### config.mk
export PLATFORM = sky130hd
export DESIGN_NAME = peripheral_interrupt_expander
export DESIGN_NICKNAME = d
export VERILOG_FILES = /design/src/pkg/pie_pkg.sv /design/src/design/peripheral_interrupt_expander.sv /design/src/design/pin_sync_edge.sv /design/src/design/prio_group.sv
export SDC_FILE = /design/constraint.sdc
export NUM_CORES = 1
export LEC_CHECK = 0
export BUFFER_PORTS_ARGS = -buffer_cell sky130_fd_sc_hd__buf_2
export CAP_MARGIN = 25
export CORE_ASPECT_RATIO = 1.25
export CORE_MARGIN = 4
export CORE_UTILIZATION = 52
export CTS_CLUSTER_DIAMETER = 150
export CTS_CLUSTER_SIZE = 30
export DETAILED_ROUTE_END_ITERATION = 6
export PLACE_DENSITY_LB_ADDON = 0.2
export SYNTH_ARGS = -nofsm -noshare
export SYNTH_HDL_FRONTEND = slang
export SYNTH_SLANG_ARGS = --single-unit
### constraint.sdc
create_clock -name clk -period 4 [get_ports clk]
set_input_delay 0.6 -clock clk [delete_from_list [all_inputs] [get_ports clk]]
set_output_delay 0.6 -clock clk [all_outputs]
set_load 0.01 [all_outputs]
### src/pkg/pie_pkg.sv
package pie_pkg;

  // register map, 16-bit word addresses
  localparam logic [15:0] SYS_VEC_ADDR = 16'h701E;
  localparam logic [15:0] SYS_CTRL_ADDR = 16'h7018;
  localparam logic [15:0] SYS_FLAG_ADDR = 16'h701A;
  localparam logic [15:0] NMI_CTRL_ADDR = 16'h7072;
  localparam logic [2:0][15:0] X_CTRL_ADDR = {16'h707A, 16'h7078, 16'h7070};
  localparam logic [15:0] GA_MASK_ADDR = 16'h742C;
  localparam logic [15:0] GB_MASK_ADDR = 16'h742D;
  localparam logic [15:0] GC_MASK_ADDR = 16'h742E;
  localparam logic [15:0] GA_FLAG_ADDR = 16'h742F;
  localparam logic [15:0] GB_FLAG_ADDR = 16'h7430;
  localparam logic [15:0] GC_FLAG_ADDR = 16'h7431;
  localparam logic [15:0] GA_VEC_ADDR = 16'h7432;
  localparam logic [15:0] GB_VEC_ADDR = 16'h7433;
  localparam logic [15:0] GC_VEC_ADDR = 16'h7434;
  localparam logic [15:0] IRQ_STAT_ADDR = 16'h7040;
  localparam logic [15:0] IRQ_CLR_ADDR = 16'h7041;
  localparam logic [15:0] IRQ_EN_ADDR = 16'h7042;

  // external pin control fields
  localparam int XC_EN = 0;
  localparam int XC_LOW = 1;
  localparam int XC_RISE = 2;
  localparam int XC_GPIO = 3;
  localparam int XC_DIR = 4;
  localparam int XC_DOUT = 5;
  localparam int XC_PIN = 6;
  localparam int XC_FLAG = 15;
  localparam logic [2:0][15:0] X_WMASK = {16'h003F, 16'h003F, 16'h000F};
  localparam logic [15:0] NMI_WMASK = 16'h000D;

  // system control fields
  localparam int SC_SPI_EN = 0;
  localparam int SC_RX_EN = 1;
  localparam int SC_TX_EN = 2;
  localparam int SC_ADC_EN = 3;
  localparam int SC_SERIAL_HIGH = 4;

  // system flag positions
  localparam int SF_SPI = 0;
  localparam int SF_RX = 1;
  localparam int SF_TX = 2;
  localparam int SF_ADC = 3;

  // own interrupt events
  localparam int IRQ_PHANTOM = 0;
  localparam int IRQ_PDP = 1;

  // pin order of the synchroniser bank
  localparam int PIN_NMI = 3;
  localparam int PIN_PDP = 4;

  localparam int GA_N = 11;
  localparam int GB_N = 8;
  localparam int GC_N = 4;
  localparam int SYS_N = 13;

  localparam logic [15:0] PHANTOM_OFFSET = 16'h0000;
  localparam logic [15:0] CTRL_RST = 16'h0000;
  localparam logic [15:0] MASK_RST = 16'h0000;
  localparam logic [15:0] RDATA_RST = 16'h0000;

  // index 0 is the highest priority
  localparam logic [GA_N-1:0][15:0] GA_OFFS = {16'h002A, 16'h0029, 16'h0028, 16'h0027, 16'h0026, 16'h0025,
                                               16'h0024, 16'h0023, 16'h0022, 16'h0021, 16'h0020};
  localparam logic [GB_N-1:0][15:0] GB_OFFS = {16'h0032, 16'h0031, 16'h0030, 16'h002F, 16'h002E, 16'h002D,
                                               16'h002C, 16'h002B};
  localparam logic [GC_N-1:0][15:0] GC_OFFS = {16'h0036, 16'h0035, 16'h0034, 16'h0033};
  localparam logic [SYS_N-1:0][15:0] SYS_OFFS = {16'h001F, 16'h0011, 16'h0001, 16'h0004, 16'h0007, 16'h0006,
                                                 16'h0005, 16'h0007, 16'h0006, 16'h0005, 16'h001F, 16'h0011,
                                                 16'h0001};

endpackage : pie_pkg
### src/design/peripheral_interrupt_expander.sv
// Functional notes
// - compare and timer1 requests to line two, group A
// - low-priority serial requests drive line five
// - line six: converter, then pins one-three
// - five external interrupt inputs provided
// - pin one control: level 1/6 or input
// - pin one rising or falling edge select
// - nonmaskable pin control: NMI or input
// - nonmaskable pin edge polarity selectable
// - pin two control: level 1/6 or I/O
// - pin three control: level 1/6 or I/O
// - pins two, three edge polarity selectable
// - power-drive protection tristates outputs, signals core
// - power-drive request maskable, level 2, mask 742Ch
// - flag plus enable gate sources into arbitration
// - empty acknowledge reads phantom offset zero
// - highest ranked source on a line first
//
// The address-and-strobe port was left to the implementer.
module peripheral_interrupt_expander
  import pie_pkg::*;
(
  input wire logic clk,
  input wire logic sys_rst,
  input wire logic [15:0] addr,
  input wire logic [15:0] wdata,
  input wire logic wr_stb,
  input wire logic rd_stb,
  output logic [15:0] rdata,
  input wire logic [9:0] event_group_a_req,
  input wire logic [7:0] event_group_b_req,
  input wire logic [3:0] event_group_c_req,
  input wire logic serial_peripheral_request,
  input wire logic serial_receive_request,
  input wire logic serial_transmit_request,
  input wire logic converter_request,
  input wire logic ext_irq_one,
  input wire logic nonmaskable_pin,
  input wire logic ext_irq_two_in,
  output logic ext_irq_two_out,
  output logic ext_irq_two_oe,
  input wire logic ext_irq_three_in,
  output logic ext_irq_three_out,
  output logic ext_irq_three_oe,
  input wire logic power_drive_protect_n,
  output logic [5:0] core_int_lines,
  output logic core_nmi,
  output logic pwm_output_hiz,
  output logic irq
);

  logic [4:0] pins;
  logic [4:0] pin_lvl;
  logic [4:0] pin_rise;
  logic [4:0] pin_fall;

  logic [2:0][15:0] x_ctrl_r;
  logic [2:0] x_flag_r;
  logic [15:0] nmi_ctrl_r;
  logic nmi_flag_r;
  logic [GA_N-1:0] ga_mask_r;
  logic [GA_N-1:0] ga_flag_r;
  logic [GB_N-1:0] gb_mask_r;
  logic [GB_N-1:0] gb_flag_r;
  logic [GC_N-1:0] gc_mask_r;
  logic [GC_N-1:0] gc_flag_r;
  logic [4:0] sys_ctrl_r;
  logic [3:0] sys_flag_r;
  logic [1:0] irq_en_r;
  logic [1:0] irq_stat_r;

  logic [2:0] x_set;
  logic nmi_set;
  logic [GA_N-1:0] ga_req;
  logic [GB_N-1:0] gb_req;
  logic [GC_N-1:0] gc_req;
  logic [SYS_N-1:0] sys_req;
  logic ga_any;
  logic gb_any;
  logic gc_any;
  logic sys_any;
  logic [15:0] ga_off;
  logic [15:0] gb_off;
  logic [15:0] gc_off;
  logic [15:0] sys_off;
  logic [GA_N-1:0] ga_oh;
  logic [GB_N-1:0] gb_oh;
  logic [GC_N-1:0] gc_oh;
  logic [SYS_N-1:0] sys_oh;
  logic ga_ack;
  logic gb_ack;
  logic gc_ack;
  logic sys_ack;
  logic phantom_read;
  logic [15:0] rd_val;
  logic serial_high;

  // all five external inputs come from pins and need synchronising
  assign pins = {power_drive_protect_n, nonmaskable_pin, ext_irq_three_in, ext_irq_two_in, ext_irq_one};

  genvar g;
  generate
    for (g = 0; g < 5; g++) begin : g_pin
      pin_sync_edge #(
        .IDLE_LEVEL(1'b1)
      ) u_sync (
        .clk(clk),
        .sys_rst(sys_rst),
        .pin(pins[g]),
        .level(pin_lvl[g]),
        .rise(pin_rise[g]),
        .fall(pin_fall[g])
      );
    end
  endgenerate

  // edge select; in general-purpose mode the pin raises nothing
  always_comb begin
    for (int i = 0; i < 3; i++) begin
      x_set[i] = (x_ctrl_r[i][XC_RISE] ? pin_rise[i] : pin_fall[i]) & ~x_ctrl_r[i][XC_GPIO];
    end
    nmi_set = (nmi_ctrl_r[XC_RISE] ? pin_rise[PIN_NMI] : pin_fall[PIN_NMI]) & ~nmi_ctrl_r[XC_GPIO];
  end

  assign serial_high = sys_ctrl_r[SC_SERIAL_HIGH];

  // arbitration inputs: only flagged and enabled sources compete
  always_comb begin
    ga_req = ga_flag_r & ga_mask_r;
    gb_req = gb_flag_r & gb_mask_r;
    gc_req = gc_flag_r & gc_mask_r;
    for (int i = 0; i < 3; i++) begin
      sys_req[i] = x_flag_r[i] & x_ctrl_r[i][XC_EN] & ~x_ctrl_r[i][XC_GPIO] & ~x_ctrl_r[i][XC_LOW];
      sys_req[10 + i] = x_flag_r[i] & x_ctrl_r[i][XC_EN] & ~x_ctrl_r[i][XC_GPIO] & x_ctrl_r[i][XC_LOW];
    end
    for (int i = 0; i < 3; i++) begin
      sys_req[3 + i] = sys_flag_r[SF_SPI + i] & sys_ctrl_r[SC_SPI_EN + i] & serial_high;
      sys_req[6 + i] = sys_flag_r[SF_SPI + i] & sys_ctrl_r[SC_SPI_EN + i] & ~serial_high;
    end
    sys_req[9] = sys_flag_r[SF_ADC] & sys_ctrl_r[SC_ADC_EN];
  end

  prio_group #(
    .N(GA_N),
    .OFFS(GA_OFFS)
  ) u_grp_a (
    .req(ga_req),
    .any(ga_any),
    .offset(ga_off),
    .onehot(ga_oh)
  );

  prio_group #(
    .N(GB_N),
    .OFFS(GB_OFFS)
  ) u_grp_b (
    .req(gb_req),
    .any(gb_any),
    .offset(gb_off),
    .onehot(gb_oh)
  );

  prio_group #(
    .N(GC_N),
    .OFFS(GC_OFFS)
  ) u_grp_c (
    .req(gc_req),
    .any(gc_any),
    .offset(gc_off),
    .onehot(gc_oh)
  );

  prio_group #(
    .N(SYS_N),
    .OFFS(SYS_OFFS)
  ) u_grp_sys (
    .req(sys_req),
    .any(sys_any),
    .offset(sys_off),
    .onehot(sys_oh)
  );

  // reading a vector register acknowledges the winner and clears its flag
  assign ga_ack = rd_stb && addr == GA_VEC_ADDR;
  assign gb_ack = rd_stb && addr == GB_VEC_ADDR;
  assign gc_ack = rd_stb && addr == GC_VEC_ADDR;
  assign sys_ack = rd_stb && addr == SYS_VEC_ADDR;
  assign phantom_read = (ga_ack && !ga_any) || (gb_ack && !gb_any) || (gc_ack && !gc_any) ||
                        (sys_ack && !sys_any);

  always_ff @(posedge clk or posedge sys_rst) begin
    if (sys_rst) begin
      x_ctrl_r <= {3{CTRL_RST}};
      nmi_ctrl_r <= CTRL_RST;
    end else if (wr_stb) begin
      for (int i = 0; i < 3; i++) begin
        if (addr == X_CTRL_ADDR[i]) begin
          x_ctrl_r[i] <= wdata & X_WMASK[i];
        end
      end
      if (addr == NMI_CTRL_ADDR) begin
        nmi_ctrl_r <= wdata & NMI_WMASK;
      end
    end
  end

  // pin flags: write one clears, a new edge in the same cycle wins
  always_ff @(posedge clk or posedge sys_rst) begin
    if (sys_rst) begin
      x_flag_r <= '0;
      nmi_flag_r <= 1'b0;
    end else begin
      for (int i = 0; i < 3; i++) begin
        if (x_set[i]) begin
          x_flag_r[i] <= 1'b1;
        end else if ((wr_stb && addr == X_CTRL_ADDR[i] && wdata[XC_FLAG]) ||
                     (sys_ack && (sys_oh[i] || sys_oh[10 + i]))) begin
          x_flag_r[i] <= 1'b0;
        end
      end
      if (nmi_set) begin
        nmi_flag_r <= 1'b1;
      end else if (wr_stb && addr == NMI_CTRL_ADDR && wdata[XC_FLAG]) begin
        nmi_flag_r <= 1'b0;
      end
    end
  end

  always_ff @(posedge clk or posedge sys_rst) begin
    if (sys_rst) begin
      ga_mask_r <= MASK_RST[GA_N-1:0];
      gb_mask_r <= MASK_RST[GB_N-1:0];
      gc_mask_r <= MASK_RST[GC_N-1:0];
      sys_ctrl_r <= CTRL_RST[4:0];
      irq_en_r <= CTRL_RST[1:0];
    end else if (wr_stb) begin
      case (addr)
        GA_MASK_ADDR: ga_mask_r <= wdata[GA_N-1:0];
        GB_MASK_ADDR: gb_mask_r <= wdata[GB_N-1:0];
        GC_MASK_ADDR: gc_mask_r <= wdata[GC_N-1:0];
        SYS_CTRL_ADDR: sys_ctrl_r <= wdata[4:0];
        IRQ_EN_ADDR: irq_en_r <= wdata[1:0];
        default: ;
      endcase
    end
  end

  // event group flags; bit 0 of group A is the power-drive request
  always_ff @(posedge clk or posedge sys_rst) begin
    if (sys_rst) begin
      ga_flag_r <= '0;
      gb_flag_r <= '0;
      gc_flag_r <= '0;
    end else begin
      ga_flag_r <= (ga_flag_r & ~((wr_stb && addr == GA_FLAG_ADDR) ? wdata[GA_N-1:0] : '0)
                   & ~(ga_ack ? ga_oh : '0)) | {event_group_a_req, pin_fall[PIN_PDP]};
      gb_flag_r <= (gb_flag_r & ~((wr_stb && addr == GB_FLAG_ADDR) ? wdata[GB_N-1:0] : '0)
                   & ~(gb_ack ? gb_oh : '0)) | event_group_b_req;
      gc_flag_r <= (gc_flag_r & ~((wr_stb && addr == GC_FLAG_ADDR) ? wdata[GC_N-1:0] : '0)
                   & ~(gc_ack ? gc_oh : '0)) | event_group_c_req;
    end
  end

  // serial and converter flags; either chain slot of a source clears it
  always_ff @(posedge clk or posedge sys_rst) begin
    if (sys_rst) begin
      sys_flag_r <= '0;
    end else begin
      sys_flag_r <= (sys_flag_r & ~((wr_stb && addr == SYS_FLAG_ADDR) ? wdata[3:0] : 4'h0)
                    & ~(sys_ack ? {sys_oh[9], sys_oh[5] | sys_oh[8], sys_oh[4] | sys_oh[7],
                                   sys_oh[3] | sys_oh[6]} : 4'h0))
                    | {converter_request, serial_transmit_request, serial_receive_request,
                       serial_peripheral_request};
    end
  end

  always_ff @(posedge clk or posedge sys_rst) begin
    if (sys_rst) begin
      irq_stat_r <= '0;
    end else begin
      irq_stat_r <= (irq_stat_r & ~((wr_stb && addr == IRQ_CLR_ADDR) ? wdata[1:0] : 2'b00))
                    | {pin_fall[PIN_PDP], phantom_read};
    end
  end

  // core lines follow the arbiters one cycle later
  always_ff @(posedge clk or posedge sys_rst) begin
    if (sys_rst) begin
      core_int_lines <= '0;
      core_nmi <= 1'b0;
      pwm_output_hiz <= 1'b0;
      irq <= 1'b0;
    end else begin
      core_int_lines[0] <= |sys_req[5:0];
      core_int_lines[1] <= ga_any;
      core_int_lines[2] <= gb_any;
      core_int_lines[3] <= gc_any;
      core_int_lines[4] <= |sys_req[8:6];
      core_int_lines[5] <= |sys_req[12:9];
      core_nmi <= nmi_flag_r & nmi_ctrl_r[XC_EN] & ~nmi_ctrl_r[XC_GPIO];
      // outputs stay high-impedance while the trip flag and its group A mask bit are both set
      pwm_output_hiz <= ga_flag_r[0] & ga_mask_r[0];
      irq <= |(irq_stat_r & irq_en_r);
    end
  end

  always_ff @(posedge clk or posedge sys_rst) begin
    if (sys_rst) begin
      ext_irq_two_out <= 1'b0;
      ext_irq_two_oe <= 1'b0;
      ext_irq_three_out <= 1'b0;
      ext_irq_three_oe <= 1'b0;
    end else begin
      ext_irq_two_out <= x_ctrl_r[1][XC_DOUT];
      ext_irq_two_oe <= x_ctrl_r[1][XC_GPIO] & x_ctrl_r[1][XC_DIR];
      ext_irq_three_out <= x_ctrl_r[2][XC_DOUT];
      ext_irq_three_oe <= x_ctrl_r[2][XC_GPIO] & x_ctrl_r[2][XC_DIR];
    end
  end

  always_comb begin
    rd_val = 16'h0000;
    for (int i = 0; i < 3; i++) begin
      if (addr == X_CTRL_ADDR[i]) begin
        rd_val = x_ctrl_r[i];
        rd_val[XC_PIN] = pin_lvl[i];
        rd_val[XC_FLAG] = x_flag_r[i];
      end
    end
    case (addr)
      NMI_CTRL_ADDR: begin
        rd_val = nmi_ctrl_r;
        rd_val[XC_PIN] = pin_lvl[PIN_NMI];
        rd_val[XC_FLAG] = nmi_flag_r;
      end
      GA_MASK_ADDR: rd_val[GA_N-1:0] = ga_mask_r;
      GB_MASK_ADDR: rd_val[GB_N-1:0] = gb_mask_r;
      GC_MASK_ADDR: rd_val[GC_N-1:0] = gc_mask_r;
      GA_FLAG_ADDR: rd_val[GA_N-1:0] = ga_flag_r;
      GB_FLAG_ADDR: rd_val[GB_N-1:0] = gb_flag_r;
      GC_FLAG_ADDR: rd_val[GC_N-1:0] = gc_flag_r;
      GA_VEC_ADDR: rd_val = ga_off;
      GB_VEC_ADDR: rd_val = gb_off;
      GC_VEC_ADDR: rd_val = gc_off;
      SYS_VEC_ADDR: rd_val = sys_off;
      SYS_CTRL_ADDR: rd_val[4:0] = sys_ctrl_r;
      SYS_FLAG_ADDR: rd_val[3:0] = sys_flag_r;
      IRQ_STAT_ADDR: rd_val[1:0] = irq_stat_r;
      IRQ_EN_ADDR: rd_val[1:0] = irq_en_r;
      default: ;
    endcase
  end

  // read data stand only in the cycle after the strobe
  always_ff @(posedge clk or posedge sys_rst) begin
    if (sys_rst) begin
      rdata <= RDATA_RST;
    end else begin
      rdata <= rd_stb ? rd_val : RDATA_RST;
    end
  end

endmodule : peripheral_interrupt_expander

### src/design/pin_sync_edge.sv
module pin_sync_edge #(
  parameter logic IDLE_LEVEL = 1'b1
) (
  input wire logic clk,
  input wire logic sys_rst,
  input wire logic pin,
  output logic level,
  output logic rise,
  output logic fall
);

  logic s1_r;
  logic s2_r;
  logic s3_r;

  always_ff @(posedge clk or posedge sys_rst) begin
    if (sys_rst) begin
      s1_r <= IDLE_LEVEL;
      s2_r <= IDLE_LEVEL;
      s3_r <= IDLE_LEVEL;
    end else begin
      s1_r <= pin;
      s2_r <= s1_r;
      s3_r <= s2_r;
    end
  end

  // a change counts only once two settled stages agree
  always_ff @(posedge clk or posedge sys_rst) begin
    if (sys_rst) begin
      level <= IDLE_LEVEL;
      rise <= 1'b0;
      fall <= 1'b0;
    end else begin
      rise <= 1'b0;
      fall <= 1'b0;
      if (s2_r == s3_r && s2_r != level) begin
        level <= s2_r;
        rise <= s2_r;
        fall <= ~s2_r;
      end
    end
  end

endmodule : pin_sync_edge

### src/design/prio_group.sv
module prio_group #(
  parameter int N = 4,
  parameter logic [N-1:0][15:0] OFFS = '0
) (
  input wire logic [N-1:0] req,
  output logic any,
  output logic [15:0] offset,
  output logic [N-1:0] onehot
);

  // lowest index wins; no request yields the phantom offset
  always_comb begin
    any = |req;
    offset = 16'h0000;
    onehot = '0;
    for (int i = N - 1; i >= 0; i--) begin
      if (req[i]) begin
        offset = OFFS[i];
        onehot = '0;
        onehot[i] = 1'b1;
      end
    end
  end

endmodule : prio_group

==> results.toml <==
[logic_synthesis]
synth_area_leader_cell = "dfrtp_1"
synth_edf_count = 0
synth_cells = 617
synth_area_leaders = "dfrtp_1 (43%), dfstp_2 (7.8%), mux2_2 (6.7%), nand2_1 (4.7%), nand3_1 (2.4%)"
synthMuxAreaShare_pct = 11.2
synth_area_per_cell_sq_um = 10.9
synthSimpleGateAreaFrac_pct = 19.6
synth_fa_ha_area_share_pct = 0.149
synth-main-ff-cell = "dfrtp_1"
synth_xor_area_share_pct = 0
synth_cell_type_count = 69
yosysTopAreaCellShare_pct = 43.3
yosysSeqAreaShare_pct = 51.1
synth_top_family_by_area = "simple AND/OR/NAND/NOR gates"
async_reset_ff_share_pct = 100
synth_compound_area_share_pct = 15.7
ys_warn_count = 0
synth_area_sq_um = 6700
ys_ff_latch = 136

[global_routing]
grt_first_pass_wirelength_um = 30600
grt_util_met1_pct = 36.9
met3_usage_pct = 5.64
use_met2_pct = 43.8
antenna_found_initial = 0
grt_pass1_vias = 5645
busiest_layer = "met2"
grt_max_degree = 69
globalRouteTotalUtil_pct = 27.6
overflow = 0

[sta]
fin_crit_ns = 2.96
slew_headroom_pct = 40.2
setup_viol = 0
rsz0062_at_grt = "no"
fin_crit_sh_pct = 73.9
tns_ns = 0
fin_worst_skew_ns = 0.00950
fmax_ghz = 0.338
drv_slew = 0
worst_pin_slew_ns = 0.896
hold_viol_final = 0

[critical_path]
crit_path_end_kind = "flip-flop"
rr_worst_depth = 6
r2r-start = "x_ctrl_r[17]"
reg2reg_slack_ns = 1.78
start_kind = "primary input"
worstPathArrival_ns = 3.33
r2r_end = "rdata[2]"
crit_end = "rdata[0]"
cp_max_fo = 9
critPathRequiredTime_ns = 4.37
worstSetupStartpoint = "addr[11]"
critical_path_class = "in2reg"

[detailed_routing]
vias = 5689
drt_iter0_markers = 527
via_per_inst = 6.36
drc = 0
wirelength_um = 19600
dr.pass1.iters = 5
final_antenna_net_count = 0
wl_per_cell_um = 21.9

[place]
placedCellCount = 862
placed_area_sq_um = 7360
dp.final_hpwl_um = 14300
gp_congestion = 0.988
io_buffers = 87

[final_layout]
area_growth_pct = 19.2
final_cell_mix = "dfrtp_1 (116), buf_2 (87), nand2_1 (84)"
final_cells = 894
fillers = 1040
antennaDiodeCount = 0
nets = 780
final_common_cell = "dfrtp_1"
multi_input_area_sq_um = 3150
final_cell_area_sq_um = 7990
layout-drive-gt1-share_pct = 30.0
seq_area_sq_um = 3430

[pwr]
total_power_mw = 3.21
ir_worst_vdd_mv = 0.322
p_leak_nw = 3.52
powerDensity_nw_per_um2 = 402

[clock_network]
post_cts_buffers = 0
htreeDepth = 4
cts_buffers = 17
clock_latency_ns = 0.43
cts_tree = "built"
ctsResizeCount = 0
cts.sinks = 136
cts_buffer_depth = 2
root_buffer = "clkbuf_16"
cts_hold_buf = 0
clkTransAtPathRegs_ns = 0.07

[min_path]
min_from = "ext_irq_three_in"
holdCritPathClass = "in2reg"

[floorplan]
num_rows = 46
start_util_pct = 52.9
core_sq_um = 12700
die_width_um = 110
die_area_sq_um = 14800
dieHeight_um = 135
ios = 96

[run_status]
status = "finished clean"

[run]
cap_violations = 0
-- worst min-delay path by stage --
stage	endpoint	slack, ns	cells after the start
after floorplan	g_pin[0].u_sync.s2_r	0.35	0
after global placement	g_pin[3].u_sync.s2_r	0.35	0
after detailed placement	g_pin[2].u_sync.s2_r	0.35	0
after CTS	g_pin[2].u_sync.s1_r	0.26	1
after global routing	g_pin[1].u_sync.s1_r	0.25	1
final	g_pin[2].u_sync.s1_r	0.27	1
-- sequential cells by signal, indices dropped and copies added (netlist names), 2 cells and up --
signal,flops
core_int_lines,6
g_pin.u_sync.fall,5
g_pin.u_sync.level,5
g_pin.u_sync.rise,4
g_pin.u_sync.s1_r,5
g_pin.u_sync.s2_r,5
g_pin.u_sync.s3_r,5
ga_flag_r,11
ga_mask_r,11
gb_flag_r,8
gb_mask_r,8
gc_flag_r,4
gc_mask_r,4
irq_en_r,2
irq_stat_r,2
nmi_ctrl_r,3
rdata,12
sys_ctrl_r,5
sys_flag_r,4
x_ctrl_r,16
x_flag_r,3
-- critical path, cell delays in order --
cell,delay [ns]
buf_2,0.11
or4b_1,0.75
or4_4,0.63
nor3_2,0.60
a222oi_1,0.23
a31oi_1,0.23
o41a_1,0.17
-- kinds of logic after synthesis --
kind of cell               Yosys count
buffers and inverters               33
adders and majority gates            1
other                                1
muxes                               64
DFF                                136
and+or+nand+nor                    244
AOI/OAI and AO/OA                  138
-- through the flow --
| step | utilization [%] | hold WS (ns) | setup slack (ns) |
|---|---|---|---|
| floorplan | - | 0.345 | 1.30 |
| global placement | 58.1 | 0.346 | 0.663 |
| detailed placement | 58.1 | 0.348 | 0.700 |
| CTS | 63.1 | 0.255 | 1.11 |
| global route | 63.1 | 0.251 | 0.991 |
| finish | 63.1 | 0.267 | 1.04 |
-- synth_stat cells, types with 4 or more instances --
| cell type | count |
|---|---|
| nand2_1 | 84 |
| mux2i_1 | 11 |
| a221o_1 | 5 |
| a21o_1 | 11 |
| a31o_1 | 10 |
| a31oi_1 | 7 |
| nand4_1 | 10 |
| a221oi_1 | 4 |
| a22oi_1 | 20 |
| a22o_1 | 7 |
| nor2_1 | 36 |
| a21boi_0 | 4 |
| a222oi_1 | 8 |
| and2_1 | 10 |
| dfstp_2 | 20 |
| nand4b_1 | 5 |
| a21oi_1 | 13 |
| mux2_2 | 40 |
| nor3b_1 | 6 |
| nand3_1 | 32 |
| a31o_2 | 6 |
| clkbuf_1 | 15 |
| a32oi_1 | 6 |
| nor4_1 | 8 |
| mux4_2 | 4 |
| and3_1 | 7 |
| nand2b_1 | 5 |
| o21ai_0 | 15 |
| inv_1 | 6 |
| buf_1 | 4 |
| o22ai_1 | 4 |
| nor3_1 | 10 |
| mux2_1 | 9 |
| buf_4 | 5 |
| dfrtp_1 | 116 |
-- layout make-up --
cell class | instances | area share (%)
Timing Repair Buffer | 100 | 6.83
Clock inverter | 14 | 2.25
Clock buffer | 18 | 5.64
Multi-Input combinational cell | 451 | 39.4
Tap cell | 168 | 2.63
Sequential cell | 136 | 42.9
Inverter | 7 | 0.376
-- where the power goes --
part / switching, mW / internal (mW)
registers: 0.0122 / 1.41
logic: 0.102 / 0.0489
clock network: 0.661 / 0.984
total: 0.775 / 2.44
-- per-layer routing --
| metal | up-vias | wire length [um] |
|---|---|---|
| met5 | - | 0 |
| met4 | 0 | 676 |
| met3 | 55 | 1540 |
| met2 | 301 | 9390 |
| met1 | 2787 | 7960 |
| li1 | 2546 | - |
(Power assumes the default switching activity.)
